[config.mk]
export PLATFORM = sky130hd
export DESIGN_NAME = smdw_top
export DESIGN_NICKNAME = d
export VERILOG_FILES = /design/src/verilog/smdw_pkg.sv /design/src/verilog/smdw_dewin.sv /design/src/verilog/smdw_top.sv /design/src/verilog/smdw_vmeas.sv
export SDC_FILE = /design/constraint.sdc
export NUM_CORES = 1
export LEC_CHECK = 0
export ABC_AREA = 1
export BUFFER_PORTS_ARGS = -buffer_cell sky130_fd_sc_hd__buf_2
export CORE_MARGIN = 3
export CORE_UTILIZATION = 55
export DETAILED_ROUTE_END_ITERATION = 10
export GPL_ROUTABILITY_DRIVEN = 0
export GPL_TIMING_DRIVEN = 0
export MAX_ROUTING_LAYER = met4
export PLACE_DENSITY = 0.74
export SKIP_LAST_GASP = 1
export SLEW_MARGIN = 5
export SYNTH_ARGS = -nofsm -noshare
export SYNTH_HDL_FRONTEND = slang
export SYNTH_SLANG_ARGS = --single-unit
[constraint.sdc]
create_clock -name clock -period 4.6 [get_ports clock]
set_input_delay 0.23 -clock clock [delete_from_list [all_inputs] [get_ports clock]]
set_output_delay 0.23 -clock clock [all_outputs]
set_load 0.02 [all_outputs]
[src/verilog/smdw_pkg.sv]
// package for the vertical sync measurement and data-enable window block
// assumes a single 10 MHz clock and an APB master with 32-bit data
// Function
// frame period is 12 bits: 256 times upper nibble plus lower byte
// units are lines when units bit is 0, 512 crystal periods when 1
// pulse width is 7 bits, true vertical pulse only, no serrations
// method bit 1: 0 counts whole horizontal syncs, 1 uses timed lines
// window starts a 10-bit pixel count after horizontal sync trailing edge
// window stays active for a 12-bit count of pixels per line
// first valid line is a 10-bit count after vertical sync trailing edge
// a 12-bit count of lines per frame is visible
// a write to the command register while idle launches the opcode in bits 2:0
// software issues only 011 phase or 100 window; others reserved
// status bit 7 is high while an adjustment is in progress
// busy rises the cycle after acceptance; commands while busy are ignored
package smdw_pkg;

   // register indices, byte address is four times the index
   localparam logic [7:0] IDX_FRAME_HI   = 8'h44;
   localparam logic [7:0] IDX_FRAME_LO   = 8'h45;
   localparam logic [7:0] IDX_VWIDTH     = 8'h46;
   localparam logic [7:0] IDX_PSTART_HI  = 8'h47;
   localparam logic [7:0] IDX_PSTART_LO  = 8'h48;
   localparam logic [7:0] IDX_PWIDTH_HI  = 8'h49;
   localparam logic [7:0] IDX_PWIDTH_LO  = 8'h4A;
   localparam logic [7:0] IDX_LSTART_HI  = 8'h4B;
   localparam logic [7:0] IDX_LSTART_LO  = 8'h4C;
   localparam logic [7:0] IDX_LCOUNT_HI  = 8'h4D;
   localparam logic [7:0] IDX_LCOUNT_LO  = 8'h4E;
   localparam logic [7:0] IDX_MCONFIG    = 8'h4F;
   localparam logic [7:0] IDX_CMD        = 8'h50;
   localparam logic [7:0] IDX_STATUS     = 8'h51;

   // reset values
   localparam logic [9:0]  RST_PSTART = 10'h0F6;
   localparam logic [11:0] RST_PWIDTH = 12'h500;
   localparam logic [9:0]  RST_LSTART = 10'h026;
   localparam logic [11:0] RST_LCOUNT = 12'h400;
   localparam logic [1:0]  RST_MCONFIG = 2'h0;
   localparam logic [2:0]  RST_CMD    = 3'h0;

   // field positions
   localparam int CFG_UNITS_BIT = 0;
   localparam int CFG_OLD_BIT   = 1;
   localparam int STAT_BUSY_BIT = 7;

   // opcodes
   localparam logic [2:0] OP_APPLY_PHASE  = 3'h3;
   localparam logic [2:0] OP_APPLY_WINDOW = 3'h4;

   // timing
   localparam int CLK_NS     = 100;
   localparam int XTAL_DIV   = 512;
   localparam int VS_GAP_NS  = 10000;
   localparam int VS_GAP_CYC = (VS_GAP_NS + CLK_NS - 1) / CLK_NS;

   // window settings carried to the window generator
   typedef struct packed {
      logic [9:0]  pix_start;
      logic [11:0] pix_width;
      logic [9:0]  line_start;
      logic [11:0] line_count;
   } smdw_win_s;

   // measurement results
   typedef struct packed {
      logic [11:0] frame_period;
      logic [6:0]  pulse_width;
   } smdw_meas_s;

   // command engine states
   typedef enum logic [1:0] {
      CMD_IDLE = 2'b01,
      CMD_BUSY = 2'b10
   } smdw_cmd_e;

endpackage : smdw_pkg

[src/verilog/smdw_dewin.sv]
// data-enable window generator referenced to the sync outputs
// assumes sync outputs active high, one pixel per clock
`timescale 1ns/1ps
`default_nettype none
module smdw_dewin (
   // clock and reset
   input  wire logic            clock,
   input  wire logic            nrst,
   // sync
   input  wire logic            horiz_sync_output,
   input  wire logic            vert_sync_output,
   // window settings
   input  smdw_pkg::smdw_win_s  win,
   // window output
   output logic                 pixel_valid_window
);
   import smdw_pkg::*;

   logic        hs_d_reg, hs_d_next;
   logic        vs_d_reg, vs_d_next;
   logic [11:0] pcnt_reg, pcnt_next;
   logic [11:0] lcnt_reg, lcnt_next;
   logic        de_reg, de_next;
   logic        hs_fall, vs_fall, h_act, v_act;
   logic [12:0] p_end, l_end;

   assign pixel_valid_window = de_reg;

   // pixel and line position after the trailing edges
   always_comb
   begin
      hs_d_next = horiz_sync_output;
      vs_d_next = vert_sync_output;
      hs_fall   = hs_d_reg & ~horiz_sync_output;
      vs_fall   = vs_d_reg & ~vert_sync_output;
      pcnt_next = pcnt_reg;
      lcnt_next = lcnt_reg;
      if (hs_fall)
         pcnt_next = 12'h0;
      else if (pcnt_reg != 12'hFFF)
         pcnt_next = 12'(pcnt_reg + 12'h1);
      if (vs_fall)
         lcnt_next = 12'h0;
      else if (hs_fall && lcnt_reg != 12'hFFF)
         lcnt_next = 12'(lcnt_reg + 12'h1);
      // pixel span
      p_end = 13'({3'h0, win.pix_start}) + 13'({1'b0, win.pix_width});
      h_act = ({3'h0, win.pix_start} <= 13'({1'b0, pcnt_reg})) && (13'({1'b0, pcnt_reg}) < p_end);
      // line span
      l_end = 13'({3'h0, win.line_start}) + 13'({1'b0, win.line_count});
      v_act = ({3'h0, win.line_start} <= 13'({1'b0, lcnt_reg})) && (13'({1'b0, lcnt_reg}) < l_end);
      de_next = h_act & v_act;
   end

   // window registers
   always_ff @(posedge clock or negedge nrst)
   begin
      if (!nrst)
      begin
         hs_d_reg <= 1'b0;
         vs_d_reg <= 1'b0;
         pcnt_reg <= 12'hFFF;
         lcnt_reg <= 12'hFFF;
         de_reg   <= 1'b0;
      end
      else
      begin
         hs_d_reg <= hs_d_next;
         vs_d_reg <= vs_d_next;
         pcnt_reg <= pcnt_next;
         lcnt_reg <= lcnt_next;
         de_reg   <= de_next;
      end
   end

endmodule : smdw_dewin
`default_nettype wire

[src/verilog/smdw_top.sv]
// top of the vertical sync measurement and data-enable window block
// holds the APB register file and the auto-adjust command interface
// assumes an APB master on the same 10 MHz clock and synchronous sync inputs
//
// Design decision made here: the APB slave port.
`timescale 1ns/1ps
`default_nettype none
module smdw_top (
   // clock and reset
   input  wire logic         clock,
   input  wire logic         nrst,
   // apb slave
   input  wire logic         psel,
   input  wire logic         penable,
   input  wire logic         pwrite,
   input  wire logic [11:0]  paddr,
   input  wire logic [31:0]  pwdata,
   output logic [31:0]       prdata,
   output logic              pready,
   output logic              pslverr,
   // video timing
   input  wire logic         horiz_sync_output,
   input  wire logic         vert_sync_output,
   input  wire logic         xtal_en,
   input  wire logic         interlaced,
   // window output
   output logic              pixel_valid_window,
   // auto-adjust engine interface
   output logic              cmd_apply_phase,
   output logic              cmd_apply_window,
   input  wire logic         autoadjust_done,
   output logic              autoadjust_in_progress
);
   import smdw_pkg::*;

   // window and configuration registers
   logic [9:0]        pstart_reg, pstart_next;
   logic [11:0]       pwidth_reg, pwidth_next;
   logic [9:0]        lstart_reg, lstart_next;
   logic [11:0]       lcount_reg, lcount_next;
   logic [1:0]        mcfg_reg, mcfg_next;
   logic [2:0]        cmd_reg, cmd_next;

   // command engine
   smdw_cmd_e         state_reg, state_next;
   logic              phase_reg, phase_next;
   logic              window_reg, window_next;

   // bus response
   logic [31:0]       prdata_reg, prdata_next;
   logic              err_reg, err_next;

   // decode
   logic              access;
   logic              wr_en;
   logic              rd_en;
   logic [7:0]        idx;
   logic              idx_ok;
   logic              aligned;
   logic              mapped;
   logic [7:0]        wbyte;
   logic [7:0]        rd_val;
   logic              cmd_write;
   logic              cmd_valid;

   smdw_win_s         win;
   smdw_meas_s        meas;

   // apb ports
   assign pready  = 1'b1;
   assign prdata  = prdata_reg;
   assign pslverr = err_reg;

   // window settings to the generator
   assign win.pix_start  = pstart_reg;
   assign win.pix_width  = pwidth_reg;
   assign win.line_start = lstart_reg;
   assign win.line_count = lcount_reg;

   // engine outputs
   assign cmd_apply_phase        = phase_reg;
   assign cmd_apply_window       = window_reg;
   assign autoadjust_in_progress = (state_reg == CMD_BUSY);

   // measurement of the vertical timing
   smdw_vmeas u_vmeas (
      .clock             (clock),
      .nrst              (nrst),
      .horiz_sync_output (horiz_sync_output),
      .vert_sync_output  (vert_sync_output),
      .xtal_en           (xtal_en),
      .interlaced        (interlaced),
      .units_sel         (mcfg_reg[CFG_UNITS_BIT]),
      .old_mode          (mcfg_reg[CFG_OLD_BIT]),
      .meas              (meas)
   );

   // data-enable window generation
   smdw_dewin u_dewin (
      .clock              (clock),
      .nrst               (nrst),
      .horiz_sync_output  (horiz_sync_output),
      .vert_sync_output   (vert_sync_output),
      .win                (win),
      .pixel_valid_window (pixel_valid_window)
   );

   // address decode, one word per register
   always_comb
   begin
      access  = psel & penable;
      idx     = paddr[9:2];
      aligned = (paddr[1:0] == 2'h0) && (paddr[11:10] == 2'h0);
      idx_ok  = (idx >= IDX_FRAME_HI) && (idx <= IDX_STATUS);
      mapped  = aligned & idx_ok;
      wr_en   = access & pwrite & mapped;
      rd_en   = psel & ~penable & ~pwrite & mapped;
      wbyte   = pwdata[7:0];
   end

   // read multiplexer, unused bits read as zero
   always_comb
   begin
      rd_val = 8'h0;
      unique case (idx)
         // period split
         IDX_FRAME_HI:  rd_val = {4'h0, meas.frame_period[11:8]};
         IDX_FRAME_LO:  rd_val = meas.frame_period[7:0];
         // width readback
         IDX_VWIDTH:    rd_val = {1'b0, meas.pulse_width};
         IDX_PSTART_HI: rd_val = {6'h0, pstart_reg[9:8]};
         IDX_PSTART_LO: rd_val = pstart_reg[7:0];
         IDX_PWIDTH_HI: rd_val = {4'h0, pwidth_reg[11:8]};
         IDX_PWIDTH_LO: rd_val = pwidth_reg[7:0];
         IDX_LSTART_HI: rd_val = {6'h0, lstart_reg[9:8]};
         IDX_LSTART_LO: rd_val = lstart_reg[7:0];
         IDX_LCOUNT_HI: rd_val = {4'h0, lcount_reg[11:8]};
         IDX_LCOUNT_LO: rd_val = lcount_reg[7:0];
         IDX_MCONFIG:   rd_val = {6'h0, mcfg_reg};
         IDX_CMD:       rd_val = {5'h0, cmd_reg};
         // busy flag
         IDX_STATUS:    rd_val = {autoadjust_in_progress, 7'h0};
         default:       rd_val = 8'h0;
      endcase
   end

   // bus response loaded at the setup edge so it stands through the access cycle
   always_comb
   begin
      prdata_next = 32'h0;
      err_next    = 1'b0;
      if (rd_en)
         prdata_next = {24'h0, rd_val};
      if (psel && !penable && !mapped)
         err_next = 1'b1;
   end

   // register writes
   always_comb
   begin
      pstart_next = pstart_reg;
      pwidth_next = pwidth_reg;
      lstart_next = lstart_reg;
      lcount_next = lcount_reg;
      mcfg_next   = mcfg_reg;
      cmd_next    = cmd_reg;
      if (wr_en)
      begin
         unique case (idx)
            // pixel start
            IDX_PSTART_HI: pstart_next[9:8]  = wbyte[1:0];
            IDX_PSTART_LO: pstart_next[7:0]  = wbyte;
            // pixel width
            IDX_PWIDTH_HI: pwidth_next[11:8] = wbyte[3:0];
            IDX_PWIDTH_LO: pwidth_next[7:0]  = wbyte;
            // line start
            IDX_LSTART_HI: lstart_next[9:8]  = wbyte[1:0];
            IDX_LSTART_LO: lstart_next[7:0]  = wbyte;
            // line count
            IDX_LCOUNT_HI: lcount_next[11:8] = wbyte[3:0];
            IDX_LCOUNT_LO: lcount_next[7:0]  = wbyte;
            // units and method
            IDX_MCONFIG:   mcfg_next         = wbyte[1:0];
            IDX_CMD:       cmd_next          = wbyte[2:0];
            default:       cmd_next          = cmd_reg;
         endcase
      end
   end

   // command launch and busy tracking
   always_comb
   begin
      // write launches
      cmd_write   = wr_en && (idx == IDX_CMD);
      // only two codes valid
      cmd_valid   = (wbyte[2:0] == OP_APPLY_PHASE) || (wbyte[2:0] == OP_APPLY_WINDOW);
      state_next  = state_reg;
      phase_next  = 1'b0;
      window_next = 1'b0;
      unique case (state_reg)
         CMD_IDLE:
         begin
            // accept when idle
            if (cmd_write && cmd_valid)
            begin
               state_next  = CMD_BUSY;
               phase_next  = (wbyte[2:0] == OP_APPLY_PHASE);
               window_next = (wbyte[2:0] == OP_APPLY_WINDOW);
            end
         end
         CMD_BUSY:
         begin
            // ignore until done
            if (autoadjust_done)
               state_next = CMD_IDLE;
         end
         default:
            state_next = CMD_IDLE;
      endcase
   end

   // registers of the whole top
   always_ff @(posedge clock or negedge nrst)
   begin
      if (!nrst)
      begin
         pstart_reg <= RST_PSTART;
         pwidth_reg <= RST_PWIDTH;
         lstart_reg <= RST_LSTART;
         lcount_reg <= RST_LCOUNT;
         mcfg_reg   <= RST_MCONFIG;
         cmd_reg    <= RST_CMD;
         state_reg  <= CMD_IDLE;
         phase_reg  <= 1'b0;
         window_reg <= 1'b0;
         prdata_reg <= 32'h0;
         err_reg    <= 1'b0;
      end
      else
      begin
         pstart_reg <= pstart_next;
         pwidth_reg <= pwidth_next;
         lstart_reg <= lstart_next;
         lcount_reg <= lcount_next;
         mcfg_reg   <= mcfg_next;
         cmd_reg    <= cmd_next;
         state_reg  <= state_next;
         phase_reg  <= phase_next;
         window_reg <= window_next;
         prdata_reg <= prdata_next;
         err_reg    <= err_next;
      end
   end

endmodule : smdw_top
`default_nettype wire

[src/verilog/smdw_vmeas.sv]
// vertical sync period and pulse width measurement
// assumes sync inputs active high and synchronous to clock
`timescale 1ns/1ps
`default_nettype none
module smdw_vmeas (
   // clock and reset
   input  wire logic              clock,
   input  wire logic              nrst,
   // sync and timebase
   input  wire logic              horiz_sync_output,
   input  wire logic              vert_sync_output,
   input  wire logic              xtal_en,
   input  wire logic              interlaced,
   // configuration
   input  wire logic              units_sel,
   input  wire logic              old_mode,
   // results
   output smdw_pkg::smdw_meas_s   meas
);
   import smdw_pkg::*;

   logic              hs_d_reg, hs_d_next;
   logic              vs_d_reg, vs_d_next;
   logic [8:0]        xdiv_reg, xdiv_next;
   logic [15:0]       xline_reg, xline_next;
   logic [15:0]       lper_reg, lper_next;
   logic [15:0]       lel_reg, lel_next;
   logic              vtrue_reg, vtrue_next;
   logic [7:0]        gap_reg, gap_next;
   logic [6:0]        wcnt_reg, wcnt_next;
   logic [11:0]       fcnt_reg, fcnt_next;
   logic              odd_reg, odd_next;
   smdw_meas_s        meas_reg, meas_next;
   logic              hs_rise, vstart, x512, timed_tick, line_tick, unit;

   assign meas = meas_reg;

   // next state of all measurement counters
   always_comb
   begin
      hs_d_next  = horiz_sync_output;
      vs_d_next  = vert_sync_output;
      hs_rise    = horiz_sync_output & ~hs_d_reg;
      vstart     = vert_sync_output & ~vs_d_reg & ~vtrue_reg;
      xdiv_next  = xdiv_reg;
      xline_next = xline_reg;
      lper_next  = lper_reg;
      lel_next   = lel_reg;
      timed_tick = 1'b0;
      // crystal divided by 512
      x512 = xtal_en && (xdiv_reg == 9'(XTAL_DIV - 1));
      if (xtal_en)
         xdiv_next = 9'(xdiv_reg + 9'h1);
      // line period in crystal ticks
      if (hs_rise)
      begin
         lper_next  = xline_reg;
         xline_next = 16'(xtal_en);
      end
      else if (xtal_en && xline_reg != 16'hFFFF)
         xline_next = 16'(xline_reg + 16'h1);
      // timed lines, the leading-edge cycle is the first tick of a line
      if (vstart)
         lel_next = 16'(xtal_en);
      else if (xtal_en && lper_reg != 16'h0)
      begin
         if (16'(lel_reg + 16'h1) >= lper_reg)
         begin
            timed_tick = 1'b1;
            lel_next   = 16'h0;
         end
         else
            lel_next = 16'(lel_reg + 16'h1);
      end
      // method select
      line_tick = old_mode ? timed_tick : hs_rise;
      // unit select
      unit = units_sel ? x512 : line_tick;
      // true pulse, serration gaps bridged
      vtrue_next = vtrue_reg;
      gap_next   = 8'h0;
      wcnt_next  = wcnt_reg;
      meas_next  = meas_reg;
      if (vstart)
      begin
         vtrue_next = 1'b1;
         wcnt_next  = 7'h0;
      end
      else if (vtrue_reg)
      begin
         if (!vert_sync_output)
            gap_next = 8'(gap_reg + 8'h1);
         if (vert_sync_output && unit && wcnt_reg != 7'h7F)
            wcnt_next = 7'(wcnt_reg + 7'h1);
         if (gap_reg == 8'(VS_GAP_CYC - 1))
         begin
            vtrue_next            = 1'b0;
            meas_next.pulse_width = wcnt_reg;
         end
      end
      // frame of one or two fields
      odd_next  = odd_reg;
      fcnt_next = fcnt_reg;
      if (vstart)
      begin
         odd_next = ~odd_reg;
         if (!interlaced || odd_reg)
         begin
            meas_next.frame_period = fcnt_reg;
            fcnt_next              = 12'h0;
         end
      end
      else if (unit && fcnt_reg != 12'hFFF)
         fcnt_next = 12'(fcnt_reg + 12'h1);
   end

   // measurement registers
   always_ff @(posedge clock or negedge nrst)
   begin
      if (!nrst)
      begin
         hs_d_reg  <= 1'b0;
         vs_d_reg  <= 1'b0;
         xdiv_reg  <= 9'h0;
         xline_reg <= 16'h0;
         lper_reg  <= 16'h0;
         lel_reg   <= 16'h0;
         vtrue_reg <= 1'b0;
         gap_reg   <= 8'h0;
         wcnt_reg  <= 7'h0;
         fcnt_reg  <= 12'h0;
         odd_reg   <= 1'b0;
         meas_reg  <= '0;
      end
      else
      begin
         hs_d_reg  <= hs_d_next;
         vs_d_reg  <= vs_d_next;
         xdiv_reg  <= xdiv_next;
         xline_reg <= xline_next;
         lper_reg  <= lper_next;
         lel_reg   <= lel_next;
         vtrue_reg <= vtrue_next;
         gap_reg   <= gap_next;
         wcnt_reg  <= wcnt_next;
         fcnt_reg  <= fcnt_next;
         odd_reg   <= odd_next;
         meas_reg  <= meas_next;
      end
   end

endmodule : smdw_vmeas
`default_nettype wire
==> results of run 1 <==
## tightest hold or removal path: stages
cell and delay (ps):
buf_2 110, inv_1 50, nor3_1 40
## per-stage QoR
step	power [mW]	worst slack, ps
2_1_floorplan	2.46	1850
3_3_place_gp	2.65	89.0
3_5_place_dp	2.68	1220
4_1_cts	4.15	1210
5_1_grt	4.36	939
6_report	4.12	1230
## power breakdown
part	total (mW)	internal [mW]	switching (mW)	leakage, nW
Sequential	1.93	1.83	0.101	2.52
Combinational	0.722	0.264	0.458	3.83
Clock	1.47	0.729	0.741	0.291
## routing by layer
metal	GRT usage [%]	share of wire (%)	vias to the layer above
li1	-	-	5191
met1	33.4	45	4844
met2	41.1	47	318
met3	4.64	6.0	59
met4	7.78	2.4	0
met5	-	0	-
## final cells by class
class                           count  area share [%]
Multi-Input combinational cell   1111            46.3
Sequential cell                   194            36.5
Tap cell                          275            2.56
Buffer                             45            2.34
Clock inverter                     15            1.28
Inverter                          206            5.75
Clock buffer                       17            3.17
Antenna cell                        2          0.0372
Timing Repair Buffer               47            2.14
## path summary, 6_finish.rpt
path | startpoint | to | slack, ps
max | u_vmeas.lel_reg[0]$_DFFE_PN0P_ | u_vmeas.lel_reg[6]$_DFFE_PN0P_ | 1230
min | psel | pslverr$_DFF_PN0_ | 10
max reg2reg | u_vmeas.lel_reg[0]$_DFFE_PN0P_ | u_vmeas.lel_reg[6]$_DFFE_PN0P_ | 1230
min reg2reg | u_vmeas.gap_reg[0]$_DFF_PN0_ | u_vmeas.gap_reg[0]$_DFF_PN0_ | 460
max in group asynchronous | nrst | u_vmeas.xdiv_reg[7]$_DFFE_PN0P_ | 3270
min in group asynchronous | nrst | pwidth_reg[2]$_DFFE_PN0P_ | 370
## kinds of logic after synthesis
| kind of cell | count (synthesis) | synth area share, % |
|---|---|---|
| AO/OA/AOI/OAI | 255 | 11.8 |
| XOR/XNOR | 54 | 3.90 |
| adder cells (fa/ha/maj) | 89 | 9.31 |
| buffers and inverters | 251 | 8.97 |
| flip-flops | 194 | 40.4 |
| multiplexers | 4 | 0.372 |
| other | 2 | 0.0620 |
| AND/OR/NAND/NOR | 684 | 25.1 |
## cell usage after synthesis, types with 2 or more instances
cell type    n  area (µm²)
nor2_1      93         349
nor2_2      12        75.1
o21a_1       3        22.5
nor2_4       2        22.5
o31ai_1      6        45.0
xnor2_1      3        26.3
ha_1        87        1090
nand3_2      3        30.0
fa_1         2        40.0
a22o_1       4        35.0
o221ai_1     2        17.5
a21oi_1     74         370
xor2_1      51         447
mux2_2       4        45.0
nand3b_1     5        37.5
o21bai_1     4        30.0
nand4_1     23         144
nor3b_1      6        45.0
conb_1       2        7.51
nand2_4      6        67.6
o22ai_1      8        50.1
nand3_1     97         485
clkbuf_1    11        41.3
nor4_1       6        37.5
buf_2        2        10.0
a211oi_1     3        22.5
a21o_1       3        22.5
nor3_1      41         205
nand2_1    375        1410
buf_4       26         195
dfrtp_1    157        3930
dfstp_2     37         972
a41oi_1      4        35.0
nor3_2       5        50.1
nand2_2      3        18.8
and3_1       3        18.8
inv_2        4        15.0
inv_1      201         754
o211ai_1     4        30.0
a31oi_1      7        43.8
o21ai_1     14        70.1
o21ai_0    112         561
or2_2        2        12.5
buf_6        6        67.6
==> summary.txt, run 1 <==
Clk slew on worst S/H paths: 80 ps
Hold-fix buffers at CTS: 4
Fin Setup TNS: 0 ps
Clk buf depth: 2
Via count: 10400
Crit path max-delay cell type: dfrtp_1
Hold_ws: 9.85 ps
Cell depth of the worst setup path: 16
Placed insts: 1874
Minimum clock period: 3370 ps
CORE AREA: 21400 µm²
Yosys reg bits: 194
Most frequent cells in the layout: 375 x nand2_1, 201 x inv_1, 157 x dfrtp_1
Clock Skew: 13.9 ps
Worst EP arrival: 3720 ps
H-tree levels: 4
DR vias/cell: 5.45
Area Overhead vs Synth: 10.9%
Max-slew headroom: 52.5%
Largest register FFs: 19
Global-route wire length before repair: 48400 µm
Fin crit share: 73.2%
Final WL: 29000 µm
Post-synth top flop: dfrtp_1
CP Buf/Inv Count: 1
Layout Cells excl Fill: 1912
Clock Tree Root: clkbuf_16
Worst slew pin tran: 710 ps
Share of post-route cells with drive strength above 1: 11.7%
Req. time, crit path: 4960 ps
Die W: 154 µm
Filler cells: 1864
Initial antenna violation count: 1
HPWL after DPL: 21900 µm
Fin. max-slew vios: 0
RSZ-0062 raised after global routing: no
Max_cap viols: 0
DRC Markers: 0
EDFF count, synth: 0
CP Class: register to register
Sequential area share after synthesis: 40.4%
Vias in the first global route: 9991
Mapped Area: 12100 µm²
Most common cell after layout, fill and taps aside: nand2_1
Crit-path leading delay family: simple AND/OR/NAND/NOR gates
TritonCTS clock tree: built
Detailed Routing Iterations Pass 1: 6
Die Area: 23900 µm²
Critical path, cell by cell: ha_1 > nand2_1 > nor2_2 > nand3_2 > nor2_4 > nand3_1 > nor3_2 > xor2_1 > ha_1 > nand4_1 > a21oi_1 > nor2_1 > nand3b_1 > inv_1 > nand2_1 > o21ai_0
Row count: 53
Power Density: 307 nW/µm²
CTS Buf Count: 17
Post-synth ARST share: 100%
Finished Core Util: 62.9%
Postcts setup bufs: 0
Fin nets: 1765
CP peak stage delay: 420 ps
Initial Util: 56.8%
PortBufs: 42
Die Span Y: 154 µm
Synth cell types: 54
Final Hold Vio Count: 0
Reg2reg path depth: 16
Largest net degree at the start of global routing: 118
Ports: 92
Dpl cell area: 12800 µm²
ANT nets after route: 0
Post-CTS sizing: 0
Critical Path Start Type: register
Register area: 4900 µm²
Fmax: 297 MHz
Hold Path Stages: 3
Synth Instances: 1533
Syn. warnings: 0
Total track usage: 25.6%
CTS sink count: 194
Hold Path Class: primary input to register
Total gr overflow: 0
Syn Area/Cell: 7.90 µm²
Initial DRC count: 751
CP endpoint kind: register
Worst-Skew Late Latency: 450 ps
Design Area, Final: 13400 µm²
CP max FO: 10
Outcome: finished clean
Setup violators final: 0
Multi-input gate area: 6220 µm²
Peak VDD IR: 224 µV
Average wire per standard cell: 15.2 µm
Leak pwr: 6.64 nW
(Power assumes the default switching activity.)
==> run 2: changes to the inputs <==
clock period = 3.5 ns   (was 4.6 ns; I/O delays follow)
==> run 2 against run 1 <==
Hold slack better by 6.8 ps; sequential power is 32% higher; critical endpoint is now u_dewin.pixel_valid_window$_DFF_PN0_; critical path depth is 3 lower; largest power group unchanged.
==> summary.txt, run 2 (same netlist as run 1, synthesis figures left out) <==
Clock share of power: 35.5% (was 35.6%)
Critical path, cell by cell: inv_1 > fa_1 > o21ai_0 > a21oi_1 > o21ai_0 > a21oi_1 > xor2_1 > ha_1 > nand2_1 > nor3_1 > nand3_1 > nand3_1 > nor2_1 (was ha_1 > nand2_1 > nor2_2 > nand3_2 > nor2_4 > nand3_1 > nor3_2 > xor2_1 > ha_1 > nand4_1 > a21oi_1 > nor2_1 > nand3b_1 > inv_1 > nand2_1 > o21ai_0)
Power Density: 404 nW/µm² (was 307 nW/µm²)
Largest net degree at the start of global routing: 118 (unchanged)
Worst EP arrival: 3620 ps (was 3720 ps)
Hold Path Class: primary input to register (unchanged)
Internal Pwr Total: 3.73 mW (was 2.82 mW)
HPWL after DPL: 21900 µm (unchanged)
Ports: 92 (unchanged)
DRC Markers: 0 (unchanged)
Filler cells: 1858 (was 1864)
Die W: 154 µm (unchanged)
Initial antenna violation count: 1 (unchanged)
Design Area, Final: 13500 µm² (was 13400 µm²)
Fin. max-slew vios: 0 (unchanged)
Worst slew pin tran: 696 ps (was 710 ps)
Final Hold Vio Count: 0 (unchanged)
Detailed Routing Iterations Pass 1: 5 (was 6)
Total net switching power: 1.72 mW (was 1.30 mW)
CP peak stage delay: 600 ps (was 420 ps)
Largest register FFs: 19 (unchanged)
Area Overhead vs Synth: 11.3% (was 10.9%)
Via count: 10400 (about the same)
TritonCTS clock tree: built (unchanged)
Crit path max-delay cell type: dfstp_2 (was dfrtp_1)
Setup violators final: 0 (unchanged)
Peak VDD IR: 294 µV (was 224 µV)
Initial Util: 56.8% (unchanged)
Share of post-route cells with drive strength above 1: 11.9% (was 11.7%)
CTS sink count: 194 (unchanged)
H-tree levels: 4 (unchanged)
Fmax: 303 MHz (was 297 MHz)
Dpl cell area: 12800 µm² (unchanged)
Clock Skew: 14.0 ps (was 13.9 ps)
Switching Share: 31.6% (was 31.5%)
Clk slew on worst S/H paths: 80 ps (about the same)
Critical Path Start Type: register (unchanged)
Total gr overflow: 0 (unchanged)
Outcome: finished clean (unchanged)
Most common cell after layout, fill and taps aside: nand2_1 (unchanged)
CTS Buf Count: 17 (unchanged)
Fin crit share: 94.2% (was 73.2%)
Req. time, crit path: 3830 ps (was 4960 ps)
DR vias/cell: 5.45 (about the same)
Row count: 53 (unchanged)
Fin worst setup slack: 204 ps (was 1230 ps)
Register area: 4900 µm² (unchanged)
CORE AREA: 21400 µm² (unchanged)
Max_cap viols: 0 (unchanged)
PortBufs: 42 (unchanged)
Total track usage: 25.6% (about the same)
Combinational power share: 17.9% (was 17.5%)
Final WL: 29100 µm (was 29000 µm)
Leak pwr: 6.67 nW (was 6.64 nW)
Worst-Skew Late Latency: 450 ps (about the same)
Global-route wire length before repair: 48500 µm (was 48400 µm)
CP endpoint kind: register (unchanged)
ANT nets after route: 0 (unchanged)
Seq pwr share: 46.5% (was 46.8%)
Minimum clock period: 3300 ps (was 3370 ps)
Worst slack, placed: 119 ps (was 1220 ps)
Fin nets: 1771 (was 1765)
Multi-input gate area: 6220 µm² (about the same)
CP max FO: 5 (was 10)
Average wire per standard cell: 15.2 µm (about the same)
Die Span Y: 154 µm (unchanged)
RSZ-0062 raised after global routing: no (unchanged)
Clk buf depth: 2 (unchanged)
CP Class: register to register (unchanged)
Vias in the first global route: 10000 (was 9991)
Die Area: 23900 µm² (unchanged)
Clock Tree Root: clkbuf_16 (unchanged)
Initial DRC count: 715 (was 751)
Most frequent cells in the layout: 374 x nand2_1, 201 x inv_1, 157 x dfrtp_1 (was 375 x nand2_1, 201 x inv_1, 157 x dfrtp_1)
Max-slew headroom: 53.4% (was 52.5%)
run 2: changes by cell type in the layout (fill, tap and decap cells not counted), sizes merged:
cell and change:
diode -1, dlygate4sd3 +4, buf +2
run 2: timing repair:
action | in CTS | in global routing
gates resized for setup | 0 | 1
hold buffers | 8 | 0
endpoints found under the hold margin | 56 | 0
endpoints found under the setup margin | 0 | 12
buffers inserted | 0 | 2
run 2: power groups by stage:
stage	clock, mW	combinational [mW]	sequential, mW
floorplan	0	0.681	2.55
global placement	0	0.910	2.57
detailed placement	0	0.942	2.58
CTS	1.96	0.958	2.54
global route	2.07	1.13	2.56
finish	1.94	0.978	2.54
run 2: worst paths after layout:
path                                         startpoint  cells after the start  slack [ps]                                   end
max                           lstart_reg[1]$_DFFE_PN1P_                     13         200  u_dewin.pixel_valid_window$_DFF_PN0_
min                                           pwdata[0]                      4          20            cmd_apply_window$_DFF_PN0_
max reg2reg                   lstart_reg[1]$_DFFE_PN1P_                     13         200  u_dewin.pixel_valid_window$_DFF_PN0_
min reg2reg                u_vmeas.gap_reg[0]$_DFF_PN0_                      1         470          u_vmeas.gap_reg[0]$_DFF_PN0_
max in group asynchronous                          nrst                      3        2240       u_vmeas.xdiv_reg[7]$_DFFE_PN0P_
min in group asynchronous                          nrst                      2         310             pwidth_reg[2]$_DFFE_PN0P_
run 2: metal layers:
layer,up-vias,routed length [µm],GRT usage (%)
met5,-,0,-
met1,4881,13200,33.4
li1,5210,-,-
met3,52,1630,4.64
met2,298,13700,41.1
met4,0,656,7.78
run 2: critical path, delay by kind of cell, from the launching register on:
| family | cells | cell delay, ps |
|---|---|---|
| AO/OA/AOI/OAI | 4 | 1030 |
| XOR/XNOR | 1 | 150 |
| adder cells (fa/ha/maj) | 2 | 770 |
| buffers and inverters | 1 | 80 |
| flip-flops | 1 | 600 |
| AND/OR/NAND/NOR | 5 | 560 |
run 2: metrics by stage:
stage	power [mW]	std cells	util [%]	hold slack, ps	setup TNS (ps)
2_1_floorplan	3.23	1556	-	-121	0
4_1_cts	5.45	1914	63.1	11.0	0
6_report	5.45	1917	63.2	16.6	0
3_5_place_dp	3.52	1874	59.9	208	0
5_1_grt	5.76	1917	63.2	40.5	0
3_3_place_gp	3.48	1873	59.8	311	-147760
run 2: layout make-up:
| type | instances | area share, % |
|---|---|---|
| Inverter | 206 | 5.73 |
| Timing Repair Buffer | 53 | 2.54 |
| Sequential cell | 194 | 36.3 |
| Clock inverter | 15 | 1.27 |
| Clock buffer | 17 | 3.15 |
| Tap cell | 275 | 2.55 |
| Antenna cell | 1 | 0.0185 |
| Multi-Input combinational cell | 1111 | 46.1 |
| Buffer | 45 | 2.33 |
==> run 3: changes to the inputs <==
CORE_ASPECT_RATIO = 2   (was default)
SKIP_CTS_REPAIR_TIMING = 1   (was default)
==> run 3 against run 2 <==
The flow now finishes with violations (hold timing); global-route usage grew 2.6 points; utilization shrank 0.58 points; hold slack lost 17 ps; routed wire length grew 11%; non-clock buffer count shrank 3; clock-buffer cell count grew 3; critical endpoint unchanged; largest cell class unchanged.
==> summary.txt, run 3 (same netlist as run 1, synthesis figures left out) <==
Outcome: finished, violations left (was finished clean)
Failing checks: hold timing
Via count: 10700 (was 10400)
CTS Buf Count: 17 (unchanged)
R2r endpoint: u_dewin.pixel_valid_window$_DFF_PN0_ (unchanged)
Reg2Reg Setup Slack: 210 ps (was 200 ps)
Vias in the first global route: 11000 (was 10000)
Die W: 111 µm (was 154 µm)
CORE AREA: 21600 µm² (was 21400 µm²)
ANT nets after route: 0 (unchanged)
Crit-path leading delay family: compound AO/OA/AOI/OAI gates (unchanged)
Clk buf depth: 2 (unchanged)
Fin worst setup slack: 215 ps (was 204 ps)
Largest net degree at the start of global routing: 116 (was 118)
Most common cell after layout, fill and taps aside: nand2_1 (unchanged)
Hold path startpoint: pwdata[0] (unchanged)
Fin nets: 1768 (was 1771)
Crit path max-delay cell type: dfstp_2 (unchanged)
Total power: 5.67 mW (was 5.45 mW)
Worst-Skew Late Latency: 460 ps (was 450 ps)
Average wire per standard cell: 16.9 µm (was 15.2 µm)
Clock Skew: 15.4 ps (was 14.0 ps)
Power Density: 419 nW/µm² (was 404 nW/µm²)
Hold Path Stages: 3 (was 4)
Area Overhead vs Synth: 11.5% (was 11.3%)
Detailed Routing Iterations Pass 1: 5 (unchanged)
Fmax: 304 MHz (was 303 MHz)
DRC Markers: 0 (unchanged)
Leak pwr: 6.66 nW (was 6.67 nW)
Initial antenna violation count: 0 (was 1)
Share of post-route cells with drive strength above 1: 12.1% (was 11.9%)
Antenna fix cells: 0 (was 1)
Worst EP arrival: 3620 ps (about the same)
CP Class: register to register (unchanged)
Minimum clock period: 3290 ps (was 3300 ps)
CP peak stage delay: 610 ps (was 600 ps)
Max-slew headroom: 32.0% (was 53.4%)
Worst slack, placed: 25.2 ps (was 119 ps)
Clock Tree Root: clkbuf_16 (unchanged)
Die Span Y: 216 µm (was 154 µm)
Critical Path Start Type: register (unchanged)
Total track usage: 28.3% (was 25.6%)
R2r startpoint: lstart_reg[1]$_DFFE_PN1P_ (unchanged)
Fin Setup TNS: 0 ps (unchanged)
Ports: 92 (unchanged)
Worst slew pin tran: 1020 ps (was 696 ps)
Reg2reg path depth: 13 (unchanged)
Fin. max-slew vios: 0 (unchanged)
Setup violators final: 0 (unchanged)
CP Buf/Inv Count: 1 (unchanged)
Filler cells: 1871 (was 1858)
Initial DRC count: 605 (was 715)
PortBufs: 42 (unchanged)
Most frequent cells in the layout: 374 x nand2_1, 200 x inv_1, 156 x dfrtp_1 (was 374 x nand2_1, 201 x inv_1, 157 x dfrtp_1)
Clk slew on worst S/H paths: 80 ps (about the same)
Final WL: 32300 µm (was 29100 µm)
Hold_ws: -0.786 ps (was 16.6 ps)
CP endpoint kind: register (unchanged)
Initial Util: 56.1% (was 56.8%)
Critical path, cell by cell: inv_1 > fa_1 > o21ai_1 > a21oi_1 > o21ai_0 > a21oi_1 > xor2_1 > ha_1 > nand2_1 > nor3_1 > nand3_1 > nand3_1 > nor2_1 (was inv_1 > fa_1 > o21ai_0 > a21oi_1 > o21ai_0 > a21oi_1 > xor2_1 > ha_1 > nand2_1 > nor3_1 > nand3_1 > nand3_1 > nor2_1)
WHS Endpoint: cmd_apply_phase$_DFF_PN0_ (was cmd_apply_window$_DFF_PN0_)
DR vias/cell: 5.62 (was 5.45)
HPWL after DPL: 25200 µm (was 21900 µm)
Final Hold Vio Count: 1 (was 0)
TritonCTS clock tree: built (unchanged)
Largest register FFs: 19 (unchanged)
Max_cap viols: 0 (unchanged)
Peak VDD IR: 359 µV (was 294 µV)
Row count: 76 (was 53)
Fin crit share: 93.9% (was 94.2%)
Req. time, crit path: 3830 ps (about the same)
CP max FO: 5 (unchanged)
Die Area: 24000 µm² (was 23900 µm²)
Total gr overflow: 0 (unchanged)
H-tree levels: 4 (unchanged)
CTS sink count: 194 (unchanged)
Global-route wire length before repair: 52400 µm (was 48500 µm)
Hold Path Class: primary input to register (unchanged)
## run 3: cell types whose count changed in the layout (fill, tap and decap cells not counted), moves of 3 or more
cell | before | now
bufinv_16 | 0 | 4
clkinv_8 | 6 | 0
clkinvlp_4 | 0 | 3
dlygate4sd3_1 | 8 | 5
inv_6 | 4 | 1
## run 3: worst max path at each step
stage | end | slack (ps) | startpoint | depth (start not counted)
after floorplan | u_dewin.pixel_valid_window$_DFF_PN0_ | 750 | lstart_reg[1]$_DFFE_PN1P_ | 13
after global placement | u_vmeas.fcnt_reg[7]$_DFFE_PN0P_ | -950 | nrst | 1
after detailed placement | u_vmeas.lel_reg[15]$_DFFE_PN0P_ | 30 | u_vmeas.lel_reg[0]$_DFFE_PN0P_ | 15
after CTS | u_vmeas.lel_reg[15]$_DFFE_PN0P_ | -10 | u_vmeas.lel_reg[0]$_DFFE_PN0P_ | 15
after global routing | u_vmeas.wcnt_reg[4]$_DFFE_PN0P_ | -4 | u_vmeas.lel_reg[2]$_DFFE_PN0P_ | 22
final | u_dewin.pixel_valid_window$_DFF_PN0_ | 210 | lstart_reg[1]$_DFFE_PN1P_ | 13
## run 3: layout make-up
cell class | count | area (µm²) | share of cell area [%]
buffer | 45 | 314 | 2.32
clock buffer | 20 | 457 | 3.38
clock inverter | 12 | 179 | 1.32
inverter | 206 | 773 | 5.72
multi-input combinational | 1111 | 6230 | 46.1
sequential | 194 | 4900 | 36.3
tap | 273 | 342 | 2.53
timing repair buffer | 50 | 313 | 2.31
## run 3: through the flow
| step | cells | util (%) | cell area [µm²] |
|---|---|---|---|
| 5_1_grt | 1911 | 62.6 | 13500 |
| 2_1_floorplan | 1556 | - | 12200 |
| 6_report | 1911 | 62.6 | 13500 |
| 3_3_place_gp | 1871 | 59.1 | 12800 |
| 3_5_place_dp | 1872 | 59.3 | 12800 |
| 4_1_cts | 1904 | 62.2 | 13400 |
## run 3: worst reg2reg max path: stages (launching register included)
cell	delay, ps
dfstp_2	610
inv_1	80
fa_1	450
o21ai_1	380
a21oi_1	160
o21ai_0	180
a21oi_1	90
xor2_1	150
ha_1	300
nand2_1	60
nor3_1	320
nand3_1	120
nand3_1	170
nor2_1	70
## run 3: power by group
part / switching, mW / internal [mW] / leakage, nW
Combinational: 0.628 / 0.370 / 3.85
Sequential: 0.143 / 2.41 / 2.51
Clock: 0.883 / 1.24 / 0.303
Total: 1.65 / 4.01 / 6.66
## run 3: routing by layer
metal	GRT usage, %	share of wire [%]
met1	26.1	34
met2	52.0	55
met3	4.07	3.3
met5	-	0
met4	20.5	7.7
